===== src/verilog/asirp_pkg.sv =====
// shared constants and types for the line bridge
package asirp_pkg;
    // ----------------------------------------------------------
    // clock and line timing
    // ----------------------------------------------------------
    localparam int CLK_NS = 40; // 25 MHz base clock
    localparam int HALF_BIT_NS = 3000; // manchester half bit
    localparam int TOL_NS = 400; // accepted edge jitter
    localparam int BREAK_MIN_NS = 9000; // break period, least
    localparam int BREAK_MAX_NS = 15000; // break period, most
    localparam int LOOP_MIN_NS = 4900; // base loopback, least
    localparam int LOOP_MAX_NS = 6500; // base loopback, most
    localparam int DLY_STEP_NS = 125; // one loopback code step
    localparam int DLY_CODES = 16; // 4-bit code
    localparam int HALF_CYC = HALF_BIT_NS / CLK_NS;
    localparam int FULL_CYC = 2 * HALF_CYC;
    localparam int TOL_CYC = TOL_NS / CLK_NS;
    localparam int BREAK_CYC = (BREAK_MIN_NS + CLK_NS - 1) / CLK_NS;
    localparam int BASE_CYC = LOOP_MAX_NS / CLK_NS;
    localparam int DLY_MAX_CYC =
        ((DLY_CODES - 1) * DLY_STEP_NS + CLK_NS - 1) / CLK_NS;
    localparam int HIST_W = DLY_MAX_CYC + 1;
    // ----------------------------------------------------------
    // types
    // ----------------------------------------------------------
    typedef enum logic [1:0] {
        MODE_OFF, MODE_MASTER1, MODE_MASTER2, MODE_REPEAT
    } asirp_mode_t;
    typedef enum logic [1:0] {
        SYM_START, SYM_HALF, SYM_FULL, SYM_END
    } asirp_sym_t;
    localparam logic [3:0] REPEAT_CODE = 4'h5; // repeater ident
    localparam logic [3:0] MASTER1_TOP = 4'h4; // last master1 ident
    typedef struct packed {
        logic master_flag; // nonvolatile master enable
        logic [3:0] ident_select_code; // mode select code
        logic [3:0] loopback_delay_select; // extra loop delay
    } asirp_cfg_t;
endpackage


===== src/verilog/asirp_fifo.sv =====
// small symbol fifo with valid/ready on both sides
`timescale 1ns/1ns
module asirp_fifo #(
    parameter int WIDTH = 2, // word width
    parameter int DEPTH = 4 // words held
) (
    input wire logic clk, // base clock
    input wire logic rst_n, // async reset, active low
    input wire logic flush, // drop all contents
    input wire logic in_valid, // write request
    output logic in_ready, // room for a word
    input wire logic [WIDTH-1:0] in_data, // word written
    output logic out_valid, // word available
    input wire logic out_ready, // reader takes word
    output logic [WIDTH-1:0] out_data // oldest word
);
    localparam int AW = $clog2(DEPTH);
    // ----------------------------------------------------------
    // state
    // ----------------------------------------------------------
    typedef struct packed {
        logic [DEPTH-1:0][WIDTH-1:0] mem; // storage
        logic [AW-1:0] wp; // write index
        logic [AW-1:0] rp; // read index
        logic [AW:0] cnt; // words held
    } asirp_fifo_st_t;
    asirp_fifo_st_t r, n;
    logic push, pop; // handshakes completed

    assign in_ready = (r.cnt != (AW+1)'(DEPTH));
    assign out_valid = (r.cnt != '0);
    assign out_data = r.mem[r.rp];
    assign push = in_valid && in_ready;
    assign pop = out_valid && out_ready;

    // next state; flush wins over both sides
    always_comb begin
        n = r;
        if (push) begin
            n.mem[r.wp] = in_data;
            n.wp = (r.wp == AW'(DEPTH - 1)) ? '0 : r.wp + 1'b1;
        end
        if (pop) begin
            n.rp = (r.rp == AW'(DEPTH - 1)) ? '0 : r.rp + 1'b1;
        end
        n.cnt = r.cnt + (AW+1)'(push) - (AW+1)'(pop);
        if (flush) begin
            n.wp = '0;
            n.rp = '0;
            n.cnt = '0;
        end
    end

    // register the state
    always_ff @(posedge clk or negedge rst_n) begin
        if (!rst_n) begin
            r <= '0;
        end else begin
            r <= n;
        end
    end
endmodule // asirp_fifo


===== src/verilog/asirp_phy.sv =====
// master/repeater line bridge: rx regeneration, loopback, power fail
// Notes on behaviour
// - receive output is regenerated manchester copy
// - reset input is active low
// - power fail output driven in master/repeater
// - rx active high master, low repeater
// - pf on rx only master1; loopback masters
// - telegrams checked, in-tolerance jitter removed
// - telegram error holds rx inactive break
// - transmit input passes straight to transmitter
// - no loopback: receiver off while transmitting
// - loopback: own signal read back to rx
// - extra loop delay is code times 125ns
// - break period lasts 9 to 15 us
// - mode chosen after reset from ident code
// - base loopback time 4.9 to 6.5 us
`timescale 1ns/1ns
module asirp_phy (
    input wire logic clk, // 25 MHz base clock
    input wire logic rst_n, // device reset pin, active low
    input asirp_pkg::asirp_cfg_t cfg_in, // nonvolatile settings
    input wire logic line_tx_in, // manchester from controller
    output logic line_tx_out, // to line transmitter
    input wire logic line_rx_in, // receiver comparator level
    output logic line_rx_en, // receiver enable
    input wire logic power_fail_in, // filtered pf comparator
    output logic line_rx_out, // regenerated manchester out
    output logic power_fail_out // line power fail
);
    // ----------------------------------------------------------
    // local types and helpers
    // ----------------------------------------------------------
    typedef enum logic [1:0] {RX_IDLE, RX_RUN, RX_DROP} asirp_rx_t;
    typedef enum logic [1:0] {RG_IDLE, RG_WAIT, RG_BREAK} asirp_rg_t;
    localparam int HW = asirp_pkg::HIST_W;
    localparam logic [7:0] HALF_LO =
        8'(asirp_pkg::HALF_CYC - asirp_pkg::TOL_CYC);
    localparam logic [7:0] HALF_HI =
        8'(asirp_pkg::HALF_CYC + asirp_pkg::TOL_CYC);
    localparam logic [7:0] FULL_LO =
        8'(asirp_pkg::FULL_CYC - asirp_pkg::TOL_CYC);
    localparam logic [7:0] FULL_HI =
        8'(asirp_pkg::FULL_CYC + asirp_pkg::TOL_CYC);

    // mode from master flag and ident code
    function automatic asirp_pkg::asirp_mode_t decode_mode(
        input logic flag, input logic [3:0] code);
        if (!flag)
            return asirp_pkg::MODE_OFF;
        else if (code <= asirp_pkg::MASTER1_TOP)
            return asirp_pkg::MODE_MASTER1;
        else if (code == asirp_pkg::REPEAT_CODE)
            return asirp_pkg::MODE_REPEAT;
        else
            return asirp_pkg::MODE_MASTER2;
    endfunction

    // delay code to whole base clock cycles, rounded up
    function automatic logic [5:0] dly_cycles(input logic [3:0] code);
        int ns;
        ns = int'(code) * asirp_pkg::DLY_STEP_NS;
        return 6'((ns + asirp_pkg::CLK_NS - 1) / asirp_pkg::CLK_NS);
    endfunction

    // ----------------------------------------------------------
    // state
    // ----------------------------------------------------------
    typedef struct packed {
        logic cfg_done; // settings captured after reset
        asirp_pkg::asirp_mode_t mode; // operating mode
        logic [3:0] dly_code; // loopback delay code
        logic [HW-1:0] hist; // received level history
        logic rx_prev; // previous sampled level
        asirp_rx_t rx_st; // telegram checker state
        logic [7:0] ivl; // cycles since last edge
        asirp_rg_t rg_st; // regenerator state
        logic [7:0] rg_cnt; // regenerator wait count
        asirp_pkg::asirp_sym_t rg_sym; // symbol being played
        logic lvl; // regenerated level, 1 = active
        logic tx_prev; // previous transmit level
        logic [7:0] tx_busy; // transmit activity timer
        logic rx_en; // receiver enable
        logic rx_out; // receive pin
        logic pf_out; // power fail pin
    } asirp_st_t;
    asirp_st_t r, n;

    // comb signals shared with the fifo and the checks
    logic loop_on; // loopback active in this mode
    logic smp; // delayed received level
    logic edge_seen; // edge on the delayed level
    logic err; // telegram error this cycle
    logic f_in_valid, f_in_ready, f_out_valid, f_out_ready;
    asirp_pkg::asirp_sym_t f_in_data, f_out_data;
    logic [1:0] f_out_raw; // fifo word before typing
    logic pop; // regenerator takes a symbol

    // ----------------------------------------------------------
    // transmit path
    // ----------------------------------------------------------
    // deliberately not registered: a flop here would add latency
    assign line_tx_out = line_tx_in;

    // ----------------------------------------------------------
    // jitter fifo between checker and regenerator
    // ----------------------------------------------------------
    asirp_fifo #(.WIDTH(2), .DEPTH(4)) u_fifo (
        .clk(clk),
        .rst_n(rst_n),
        .flush(err),
        .in_valid(f_in_valid),
        .in_ready(f_in_ready),
        .in_data(f_in_data),
        .out_valid(f_out_valid),
        .out_ready(f_out_ready),
        .out_data(f_out_raw)
    );
    assign f_out_data = asirp_pkg::asirp_sym_t'(f_out_raw);
    assign f_out_ready = (r.rg_st == RG_IDLE);
    assign pop = f_out_valid && f_out_ready;
    assign loop_on = (r.mode == asirp_pkg::MODE_MASTER1) ||
                     (r.mode == asirp_pkg::MODE_MASTER2);
    assign smp = r.hist[dly_cycles(r.dly_code)];
    assign edge_seen = (smp != r.rx_prev);

    // ----------------------------------------------------------
    // next-state logic
    // ----------------------------------------------------------
    always_comb begin
        n = r;
        err = 1'b0;
        f_in_valid = 1'b0;
        f_in_data = asirp_pkg::SYM_START;
        // capture settings once, first edge after reset release
        if (!r.cfg_done) begin
            n.cfg_done = 1'b1;
            n.mode = decode_mode(cfg_in.master_flag,
                                 cfg_in.ident_select_code);
            n.dly_code = cfg_in.loopback_delay_select;
        end
        // transmit activity blanks the receiver without loopback
        n.tx_prev = line_tx_in;
        if (line_tx_in != r.tx_prev) begin
            n.tx_busy = FULL_HI;
        end else if (r.tx_busy != '0) begin
            n.tx_busy = r.tx_busy - 8'h01;
        end
        n.rx_en = r.cfg_done && (r.mode != asirp_pkg::MODE_OFF) &&
                  (loop_on || (n.tx_busy == '0));
        // history shift; disabled receiver reads as idle. gated by the
        // next enable so the very first transmit edge is blanked too
        n.hist = {r.hist[HW-2:0], line_rx_in && n.rx_en};
        n.rx_prev = smp;
        // telegram checker: classify each edge interval
        if (r.ivl != 8'hFF) begin
            n.ivl = r.ivl + 8'h01;
        end
        case (r.rx_st)
            RX_IDLE: begin
                if (edge_seen) begin
                    f_in_valid = 1'b1;
                    f_in_data = asirp_pkg::SYM_START;
                    n.ivl = 8'h01;
                    n.rx_st = RX_RUN;
                    err = !f_in_ready;
                end
            end
            RX_RUN: begin
                if (edge_seen) begin
                    n.ivl = 8'h01;
                    f_in_valid = 1'b1;
                    if (r.ivl >= HALF_LO && r.ivl <= HALF_HI) begin
                        f_in_data = asirp_pkg::SYM_HALF;
                    end else if (r.ivl >= FULL_LO && r.ivl <= FULL_HI) begin
                        f_in_data = asirp_pkg::SYM_FULL;
                    end else begin
                        f_in_valid = 1'b0;
                        err = 1'b1;
                    end
                    // a full fifo means the stream is out of step
                    if (f_in_valid && !f_in_ready) begin
                        err = 1'b1;
                    end
                end else if (r.ivl > FULL_HI) begin
                    f_in_valid = 1'b1;
                    f_in_data = asirp_pkg::SYM_END;
                    n.rx_st = RX_IDLE;
                    err = !f_in_ready;
                end
            end
            RX_DROP: begin
                // ignore the rest of a bad telegram until quiet
                if (edge_seen) begin
                    n.ivl = 8'h01;
                end else if (r.ivl > FULL_HI) begin
                    n.rx_st = RX_IDLE;
                end
            end
            default: n.rx_st = RX_IDLE;
        endcase
        if (err) begin
            f_in_valid = 1'b0;
            n.rx_st = RX_DROP;
        end
        // regenerator: replays symbols on an exact cycle grid
        case (r.rg_st)
            RG_IDLE: begin
                if (pop) begin
                    n.rg_sym = f_out_data;
                    n.rg_st = RG_WAIT;
                    // load is one short: the idle cycle counts too
                    case (f_out_data)
                        // start also pays the sample and push stages
                        // ahead of the fifo, so it loads two less
                        asirp_pkg::SYM_START:
                            n.rg_cnt = 8'(asirp_pkg::BASE_CYC - 3);
                        asirp_pkg::SYM_HALF:
                            n.rg_cnt = 8'(asirp_pkg::HALF_CYC - 1);
                        asirp_pkg::SYM_FULL:
                            n.rg_cnt = 8'(asirp_pkg::FULL_CYC - 1);
                        default: begin
                            n.lvl = 1'b0;
                            n.rg_st = RG_IDLE;
                        end
                    endcase
                end
            end
            RG_WAIT: begin
                n.rg_cnt = r.rg_cnt - 8'h01;
                if (r.rg_cnt <= 8'h01) begin
                    n.rg_st = RG_IDLE;
                    n.lvl = (r.rg_sym == asirp_pkg::SYM_START) ?
                            1'b1 : !r.lvl;
                end
            end
            RG_BREAK: begin
                n.lvl = 1'b0;
                n.rg_cnt = r.rg_cnt - 8'h01;
                if (r.rg_cnt <= 8'h01) begin
                    n.rg_st = RG_IDLE;
                end
            end
            default: n.rg_st = RG_IDLE;
        endcase
        if (err) begin
            n.rg_st = RG_BREAK;
            n.rg_cnt = 8'(asirp_pkg::BREAK_CYC);
            n.lvl = 1'b0;
        end
        // output pins with mode polarity and power fail
        n.pf_out = power_fail_in &&
                   (r.mode != asirp_pkg::MODE_OFF);
        case (r.mode)
            asirp_pkg::MODE_MASTER1:
                n.rx_out = n.lvl || power_fail_in;
            asirp_pkg::MODE_MASTER2: n.rx_out = n.lvl;
            asirp_pkg::MODE_REPEAT: n.rx_out = !n.lvl;
            default: n.rx_out = 1'b0;
        endcase
    end

    // ----------------------------------------------------------
    // state register
    // ----------------------------------------------------------
    always_ff @(posedge clk or negedge rst_n) begin
        if (!rst_n) begin
            r <= '0;
        end else begin
            r <= n;
        end
    end
    assign line_rx_out = r.rx_out;
    assign power_fail_out = r.pf_out;
    assign line_rx_en = r.rx_en;

    // ----------------------------------------------------------
    // checks
    // ----------------------------------------------------------
    AST_TX_THRU: assert property (@(posedge clk) disable iff (!rst_n)
        line_tx_out == line_tx_in) else $error("tx not passed");
    AST_PF_OUT: assert property (@(posedge clk) disable iff (!rst_n)
        power_fail_in && r.mode != asirp_pkg::MODE_OFF |=>
        power_fail_out) else $error("power fail missed");
    AST_M1_PF: assert property (@(posedge clk) disable iff (!rst_n)
        r.mode == asirp_pkg::MODE_MASTER1 && power_fail_in |=>
        line_rx_out) else $error("master1 pf not on rx");
    AST_M2_NOPF: assert property (@(posedge clk) disable iff (!rst_n)
        r.mode == asirp_pkg::MODE_MASTER2 && !n.lvl |=>
        !line_rx_out) else $error("master2 rx not idle");
    AST_RPT_IDLE: assert property (@(posedge clk) disable iff (!rst_n)
        r.mode == asirp_pkg::MODE_REPEAT && !n.lvl |=>
        line_rx_out) else $error("repeater rx not idle high");
    AST_BREAK: assert property (@(posedge clk) disable iff (!rst_n)
        err |=> (!r.lvl && r.rg_st == RG_BREAK)[*8])
        else $error("break not held");
    AST_RX_BLANK: assert property (@(posedge clk) disable iff (!rst_n)
        r.mode == asirp_pkg::MODE_REPEAT &&
        line_tx_in != r.tx_prev |=> !line_rx_en)
        else $error("receiver on while sending");
    AST_LOOP_EN: assert property (@(posedge clk) disable iff (!rst_n)
        r.cfg_done && loop_on |=> line_rx_en)
        else $error("loopback receiver off");
    AST_START_LAT: assert property (@(posedge clk) disable iff (!rst_n)
        pop && f_out_data == asirp_pkg::SYM_START |->
        ##160 (r.lvl || r.rg_st == RG_BREAK))
        else $error("start edge late");
    AST_MODE_OFF: assert property (@(posedge clk) disable iff (!rst_n)
        r.cfg_done && r.mode == asirp_pkg::MODE_OFF |=>
        !line_rx_out && !power_fail_out && !line_rx_en)
        else $error("off mode drives pins");
endmodule // asirp_phy


===== config.mk =====
export PLATFORM = sky130hd
export DESIGN_NAME = asirp_phy
export DESIGN_NICKNAME = d
export VERILOG_FILES = /design/src/verilog/asirp_pkg.sv /design/src/verilog/asirp_fifo.sv /design/src/verilog/asirp_phy.sv
export SDC_FILE = /design/constraint.sdc
export NUM_CORES = 1
export LEC_CHECK = 0
export ABC_AREA = 0
export BUFFER_PORTS_ARGS = -buffer_cell sky130_fd_sc_hd__clkbuf_2
export CAP_MARGIN = 25
export CELL_PAD_IN_SITES_DETAIL_PLACEMENT = 1
export CELL_PAD_IN_SITES_GLOBAL_PLACEMENT = 1
export CORE_UTILIZATION = 40
export CTS_CLUSTER_DIAMETER = 80
export DETAILED_ROUTE_END_ITERATION = 8
export PLACE_DENSITY = 0.65
export SETUP_SLACK_MARGIN = 0.1
export SYNTH_ARGS = -nofsm -noshare
export SYNTH_HDL_FRONTEND = slang
export SYNTH_SLANG_ARGS = --single-unit

===== constraint.sdc =====
create_clock -name clk -period 10.95 [get_ports clk]
set_input_delay 2.19 -clock clk [delete_from_list [all_inputs] [get_ports clk]]
set_output_delay 2.19 -clock clk [all_outputs]
set_load 0.02 [all_outputs]

## Word level (Yosys, flattened, before mapping)

Cells that the tools add are included.

| cells by class | value |
|---|---|
| $add $sub $neg | 9 |
| multiply operators | 1 |
| div/mod/pow operators | 1 |
| $lt $le $gt $ge | 11 |
| equal/unequal tests | 22 |
| mux-type cells | 59 |
| reduce and logical (&&, ||, !) cells | 34 |

Operators with widths:

| cell | count |
|---|---|
| $mux W2 | 17 |
| $div A32 B7 Y32 const B | 1 |
| $mux W8 | 4 |
| $pmux W8 S2 | 2 |
| $pmux W8 S3 | 1 |
| $mux W1 | 21 |
| $mux W10 | 2 |
| $sub A8 B1 Y8 const B | 2 |
| $eq A2 B2 Y1 const B | 7 |
| $mux W13 | 1 |
| $sub A12 B1 Y13 const B | 1 |
| $add A11 B6 Y12 const B | 1 |
| $mul A4 B7 Y11 const B | 1 |
| $logic_and A1 B1 Y1 | 10 |
| $ne A3 B3 Y1 const B | 3 |
| $add A8 B1 Y8 const B | 1 |
| $bwmux W8 | 1 |
| $eq A2 B1 Y1 const B | 4 |
| $ge A8 B7 Y1 const B | 1 |
| $ge A8 B8 Y1 const B | 1 |
| $gt A8 B8 Y1 const B | 1 |
| $le A8 B1 Y1 const B | 1 |
| $le A8 B7 Y1 const B | 1 |
| $le A8 B8 Y1 const B | 1 |
| 31 further kinds | 51 |

| storage, ports and cells | value |
|---|---|
| flip-flop bits (word level) | 106 |
| bits of input ports | 14 |
| output and inout bits | 4 |
| word-level logic and storage cells | 160 |

## Longest topological paths before layout

Gate-level depths: netlist of run 1.

| logic depth | value |
|---|---|
| word-level depth | 18 |
| depth in mapped cells | 46 |
| gate-level depth less buffers | 40 |

## Hierarchy

A second synthesis of run 1 with hierarchy kept.

| second synthesis, totals | value |
|---|---|
| cells, all modules | 783 |
| area, all modules | 7574.8 um2 |

By module, submodules not included:

| module | times used | cells each | area an instance (um2) | sequential area each (um2) |
|---|---|---|---|---|
| asirp_phy | 1 | 719 | 6717.7 | 2277.2 |
| asirp_fifo | 1 | 64 | 857.1 | 375.4 |

## Worst setup path before layout of run 1

OpenSTA, ideal clock, no wires.

| timing path | value |
|---|---|
| path kind | reg2reg |
| start point | register r[86] (netlist bit) |
| end point | register u_fifo.r[2] (netlist bit) |
| library setup time | 121 ps |
| arrival | 9530 ps |
| data required time | 10829 ps |
| slack | 1299 ps |
| stages on the path, launching flop included | 44 |
| buffers on the path | 3 |
| clock period less this slack | 9651 ps |
| cell sequence | dfrtp_1 > inv_1 > ha_1 > inv_1 > ha_1 > xnor2_1 > fa_1 > inv_1 > ha_1 > a21oi_2 > a2111oi_4 > or3_2 > nand2_4 > o21ai_0 > ha_1 > a2111oi_0 > a31oi_1 > a21o_4 > [8 not listed] > a311oi_1 > a2111oi_2 > o2111ai_2 > buf_6 > buf_6 > a2bb2oi_1 > o21ai_1 > nand4_1 > and3_4 > nor4_4 > nor4_4 > o31ai_4 > inv_2 > ha_1 > fa_1 > xnor2_1 > xnor2_1 > nor2_1 |

RTL lines:

| what | line | source |
|---|---|---|
| start, declared | asirp_phy.sv:86 | `asirp_st_t r, n;` |
| start signal, assigned | asirp_phy.sv:269 | `r <= n;` |
| end signal, assigned | asirp_fifo.sv:59 | `r <= n;` |
| end, declared | asirp_fifo.sv:27 | `asirp_fifo_st_t r, n;` |

==> impl_metrics.json, run 1 <==
{
  "met3_length_um": 358,
  "ys_seq_area_frac": 0.344,
  "worstMarginPinSlew_ns": 1.00,
  "report.final.slew_viol_count": 0,
  "die_w_um": 141,
  "wl_met2_um": 9460,
  "ys.flop_type": "dfrtp_1",
  "ys_types": 103,
  "path_class": "flop to flop",
  "grt_max_degree": 78,
  "start_util": 0.411,
  "routed.top_layer": "met4",
  "cp-startpoint": "r[87]$_DFFE_PN0N_",
  "die_h_um": 141,
  "first_pass_iters": 6,
  "drt_iter0_drc": 239,
  "ant_nets": 0,
  "layout-drive-gt1-share": 0.144,
  "fp-row-count": 50,
  "syn-num-nets": 912,
  "fin_area_sq_um": 8480,
  "avgSynthCellArea_sq_um": 9.26,
  "synth_cells": 832,
  "final_common_cell": "nand2_1",
  "slew_headroom": 0.330,
  "fin_nets": 934,
  "most-common-layout-cells": "nand2_1, dfrtp_1, ha_1",
  "synth_top_area_cell": "dfrtp_1",
  "drc": 0,
  "dpl_cell_area_sq_um": 8020,
  "setup_viol": 0,
  "grt-ovfl-total": 0,
  "timing.critical_path.to": "u_fifo.r[2]$_DFF_PN0_",
  "maxCapViolations": 0,
  "synth_top_area_share": 0.344,
  "place_congestion": 0.877,
  "hold_buffers": 0,
  "clock_path_buffers": 2,
  "r2r_start": "r[87]$_DFFE_PN0N_",
  "holdWs_ns": 0.377,
  "h-tree-depth": 3,
  "vias_per_cell": 5.86,
  "yosysWarnings": 0,
  "grt_pass1_vias": 6506,
  "critPathMaxStageDelay_ns": 0.53,
  "syn_to_final_growth_pct": 9.98,
  "crit_fanout": 12,
  "timing.fmax_ghz": 0.0967,
  "synth_area_leaders": "dfrtp_1, ha_1, nand2_1, nor2_1, inv_1",
  "coreArea_sq_um": 18800,
  "n_antenna_cell": 0,
  "num_io_pins": 18,
  "grt.total_usage": 0.204,
  "reg2reg_slack_ns": 0.61,
  "async_flop_share": 1.00,
  "status": "finished clean",
  "cpMostUsedCell": "ha_1",
  "rsz0062_at_grt": "false",
  "worst_r2r_path_depth": 42,
  "hold_class": "flop to flop",
  "dieArea_sq_um": 19800,
  "routed_wl_um": 19300,
  "clkLatencyLatePin_ns": 0.36,
  "synth_edf_count": 0,
  "min_period_ns": 10.34,
  "clock_sinks": 106,
  "arrival_ns": 10.59,
  "wire_per_inst_um": 17.7,
  "ys_ff_latch": 106,
  "finalCritPeriodShare": 0.944,
  "clockRootBuffer": "clkbuf_16",
  "required_ns": 11.20,
  "io_buffers": 17,
  "tritoncts": "yes",
  "cts_made_buffers": 9,
  "path_clk_slew_ns": 0.07,
  "r2r_end": "u_fifo.r[2]$_DFF_PN0_",
  "num_vias": 6408,
  "fin_setup_tns_ns": 0,
  "synth.cell_area_sq_um": 7710,
  "clock_skew_ns": 0.00923,
  "hpwl_um": 14600,
  "grt_pass1_wl_um": 32500,
  "hold_viol_final": 0,
  "wl_met1_um": 9200,
  "antenna_found_initial": 0,
  "startpoint_type": "flop",
  "crit_path_top_delay_cell": "or3_2",
  "end_kind": "flop",
  "fillers": 2189
}
sequential cells by signal, indices dropped and copies added, names as in the netlist:
| name | flops |
|---|---|
| line_rx_en | 1 |
| line_rx_out | 1 |
| power_fail_out | 1 |
| u_fifo.r | 15 |
| n | 47 |
| r | 41 |
cell families (layout without fill, tap and decap cells):
logic type               count (synthesis)  count (layout)  synth area share
buffers and inverters                   74             101            0.0438
AND/OR/NAND/NOR                        306             306             0.199
AO/OA/AOI/OAI                          233             233             0.239
flip-flops                             106             106             0.344
XOR/XNOR                                30              30            0.0341
multiplexers                            16              16            0.0252
other                                    1               1          0.000487
adder cells (fa/ha/maj)                 66              66             0.115
layout make-up:
class	count	area (sq um)	share of cell area
timing repair buffer	35	243	0.0286
clock inverter	6	58.8	0.00694
multi-input combinational	652	4810	0.567
tap	234	293	0.0345
inverter	50	190	0.0224
sequential	106	2650	0.313
clock buffer	10	229	0.0270
routing by layer:
| layer | GRT usage | vias up |
|---|---|---|
| li1 | - | 3086 |
| met1 | 0.268 | 3232 |
| met5 | 0 | - |
| met2 | 0.350 | 62 |
| met3 | 0.0292 | 28 |
| met4 | 0.0543 | 0 |
cells in the mapped netlist, types with 11 or more instances:
master and instances:
nor2_1 55, o21ai_0 33, dfrtp_1 106, inv_1 48
o21ai_1 20, nor3_1 21, a21oi_1 30, ha_1 58
nand3_1 26, o211ai_1 12, a211oi_1 18, xor2_1 11
nand4_1 19, xnor2_1 19, nand2_1 117
through the flow:
| step | worst slack (ns) | std cells | util |
|---|---|---|---|
| after CTS | 0.175 | 1085 | 0.442 |
| after floorplan | 1.30 | 832 | - |
| final | 0.608 | 1093 | 0.452 |
| after global placement | 0.600 | 1069 | 0.427 |
| after detailed placement | 0.219 | 1069 | 0.427 |
| after global routing | 0.0360 | 1093 | 0.452 |
how the worst min path moves through the flow:
stage | slack [ns] | from | endpoint | cells past startpoint
2_1_floorplan | 0.35 | n[71]$_DFF_PN0_ | n[72]$_DFF_PN0_ | 0
3_3_place_gp | 0.36 | n[81]$_DFF_PN0_ | n[82]$_DFF_PN0_ | 0
3_5_place_dp | 0.36 | n[47]$_DFF_PN0_ | n[48]$_DFF_PN0_ | 0
4_1_cts | 0.38 | n[65]$_DFF_PN0_ | n[66]$_DFF_PN0_ | 0
5_1_grt | 0.39 | n[63]$_DFF_PN0_ | n[64]$_DFF_PN0_ | 0
6_report | 0.38 | n[65]$_DFF_PN0_ | n[66]$_DFF_PN0_ | 0
critical path, delay by kind of cell, from the launching register on:
family / cells / cell delay, ns
xor gates and xnor gates: 3 / 0.46
AOI/OAI and AO/OA: 19 / 4.51
buffers and inverters: 6 / 0.63
DFF: 1 / 0.42
adders and majority gates: 7 / 2.41
and+or+nand+nor: 7 / 1.79
what timing repair did:
item / CTS / global route
buffers inserted: 0 / 7
resized for setup: 0 / 18
setup endpoints to repair: 0 / 15
Power of run 1 is not shown: default switching activity piles up to over one toggle a cycle in this logic, so the estimate is an artifact.
==> run 2: changes to the inputs <==
--- a/config.mk
+++ b/config.mk
@@ -6,7 +6,7 @@
 export NUM_CORES = 1
 export LEC_CHECK = 0
 export ABC_AREA = 0
-export BUFFER_PORTS_ARGS = -buffer_cell sky130_fd_sc_hd__clkbuf_2
+export BUFFER_PORTS_ARGS = -buffer_cell sky130_fd_sc_hd__buf_2
 export CAP_MARGIN = 25
 export CELL_PAD_IN_SITES_DETAIL_PLACEMENT = 1
 export CELL_PAD_IN_SITES_GLOBAL_PLACEMENT = 1
==> run 2 against run 1 <==
Effect of this change:
- sequential cell count is the same
- clock-buffer cell count is the same
- via count grew 0.76%
==> impl_metrics.json, run 2 (synthesized netlist as in run 1, its figures left out) <==
{
  "final_common_cell": "nand2_1",
  "tritoncts": "yes",
  "arrival_ns": 10.57,
  "end_kind": "flop",
  "drc": 0,
  "required_ns": 11.19,
  "num_vias": 6457,
  "crit_path_top_delay_cell": "or3_2",
  "grt_pass1_vias": 6714,
  "grt_max_degree": 75,
  "status": "finished clean",
  "finalCritPeriodShare": 0.943,
  "routed_wl_um": 19400,
  "coreArea_sq_um": 18800,
  "cts_made_buffers": 9,
  "largest_reg_flops": 47,
  "startpoint_type": "flop",
  "fin_setup_tns_ns": 0,
  "clkLatencyLatePin_ns": 0.35,
  "start_util": 0.411,
  "layout-drive-gt1-share": 0.149,
  "report.final.slew_viol_count": 0,
  "grt-ovfl-total": 0,
  "most-common-layout-cells": "nand2_1, dfrtp_1, ha_1",
  "first_pass_iters": 4,
  "clock_skew_ns": 0.00679,
  "clock_path_buffers": 2,
  "gr-usage-met3": 0.0343,
  "place_inst": 1070,
  "clock_sinks": 106,
  "pre_cts_ws_ns": 0.0470,
  "h-tree-depth": 3,
  "wire_per_inst_um": 17.7,
  "fillers": 2197,
  "busiest_layer": "met2",
  "drt_iter0_drc": 244,
  "die_w_um": 141,
  "fin_nets": 938,
  "grt.total_usage": 0.205,
  "timing.final.ws_setup_ns": 0.621,
  "slew_headroom": 0.320,
  "met1_usage": 0.269,
  "timing.fmax_ghz": 0.0968,
  "place_congestion": 0.899,
  "cpMostUsedCell": "ha_1",
  "crit_fanout": 17,
  "grt_pass1_wl_um": 33000,
  "worstMarginPinSlew_ns": 1.02,
  "crit_buf_inv": 6,
  "critPathMaxStageDelay_ns": 0.54,
  "hold_viol_final": 0,
  "clockRootBuffer": "clkbuf_16",
  "hold_buffers": 0,
  "vias_per_cell": 5.89,
  "fin_cells": 1097,
  "fp-row-count": 50,
  "global_route.usage.met2": 0.351,
  "num_io_pins": 18,
  "ant_nets": 0,
  "io_buffers": 17,
  "setup_viol": 0,
  "hold_class": "flop to flop",
  "syn_to_final_growth_pct": 10.8,
  "path_class": "flop to flop",
  "crit_family": "compound AO/OA/AOI/OAI gates",
  "rsz0062_at_grt": "false",
  "dieArea_sq_um": 19800,
  "min_period_ns": 10.33,
  "antenna_found_initial": 0,
  "n_antenna_cell": 0,
  "die_h_um": 141,
  "maxCapViolations": 0,
  "hpwl_um": 14800,
  "path_clk_slew_ns": 0.07
}
run 2: worst paths after layout:
path | from | endpoint | slack (ns) | depth (start not counted)
setup / recovery | r[86]$_DFFE_PN0N_ | u_fifo.r[2]$_DFF_PN0_ | 0.62 | 42
hold / removal | n[72]$_DFF_PN0_ | n[73]$_DFF_PN0_ | 0.37 | 0
setup reg to reg | r[86]$_DFFE_PN0N_ | u_fifo.r[2]$_DFF_PN0_ | 0.62 | 42
hold reg to reg | n[72]$_DFF_PN0_ | n[73]$_DFF_PN0_ | 0.37 | 0
max in group asynchronous | rst_n | r[87]$_DFFE_PN0N_ | 8.28 | 3
min in group asynchronous | rst_n | r[27]$_DFF_PN0_ | 1.77 | 1
run 2: repair_timing:
action                     CTS  global route
setup endpoints to repair    1            23
buffers inserted             0            10
pin swaps                    0             9
hold endpoints to repair     0             0
resized for setup            1            18
run 2: per-layer routing:
layer / vias to the layer above / routed length, um
met3: 29 / 470
met1: 3247 / 9190
met5: - / 0
met4: 0 / 280
li1: 3101 / -
met2: 80 / 9480
run 2: metrics by stage:
stage	hold slack [ns]	util	area [sq um]
after floorplan	0.346	-	7710
after global placement	0.357	0.427	8020
after detailed placement	0.361	0.427	8020
after CTS	0.377	0.445	8350
after global routing	0.387	0.455	8540
final	0.373	0.455	8540
run 2: final cells by class:
type / instances / area (sq um) / share of cell area
clock inverter: 6 / 83.8 / 0.00981
tap: 234 / 293 / 0.0343
inverter: 50 / 190 / 0.0223
timing repair buffer: 39 / 285 / 0.0334
clock buffer: 10 / 229 / 0.0268
sequential: 106 / 2650 / 0.311
multi-input combinational: 652 / 4810 / 0.563
run 2: worst register-to-register path: cells and delay by family (launching register included):
| family | cells | cell delay (ns) |
|---|---|---|
| compound gates | 16 | 3.58 |
| simple gates | 9 | 2.31 |
| buf+inv | 6 | 0.67 |
| flops | 1 | 0.43 |
| xor+xnor | 3 | 0.45 |
| fa+ha+maj | 7 | 2.47 |
| mux | 1 | 0.33 |
Power of run 2 is left out for the same reason.
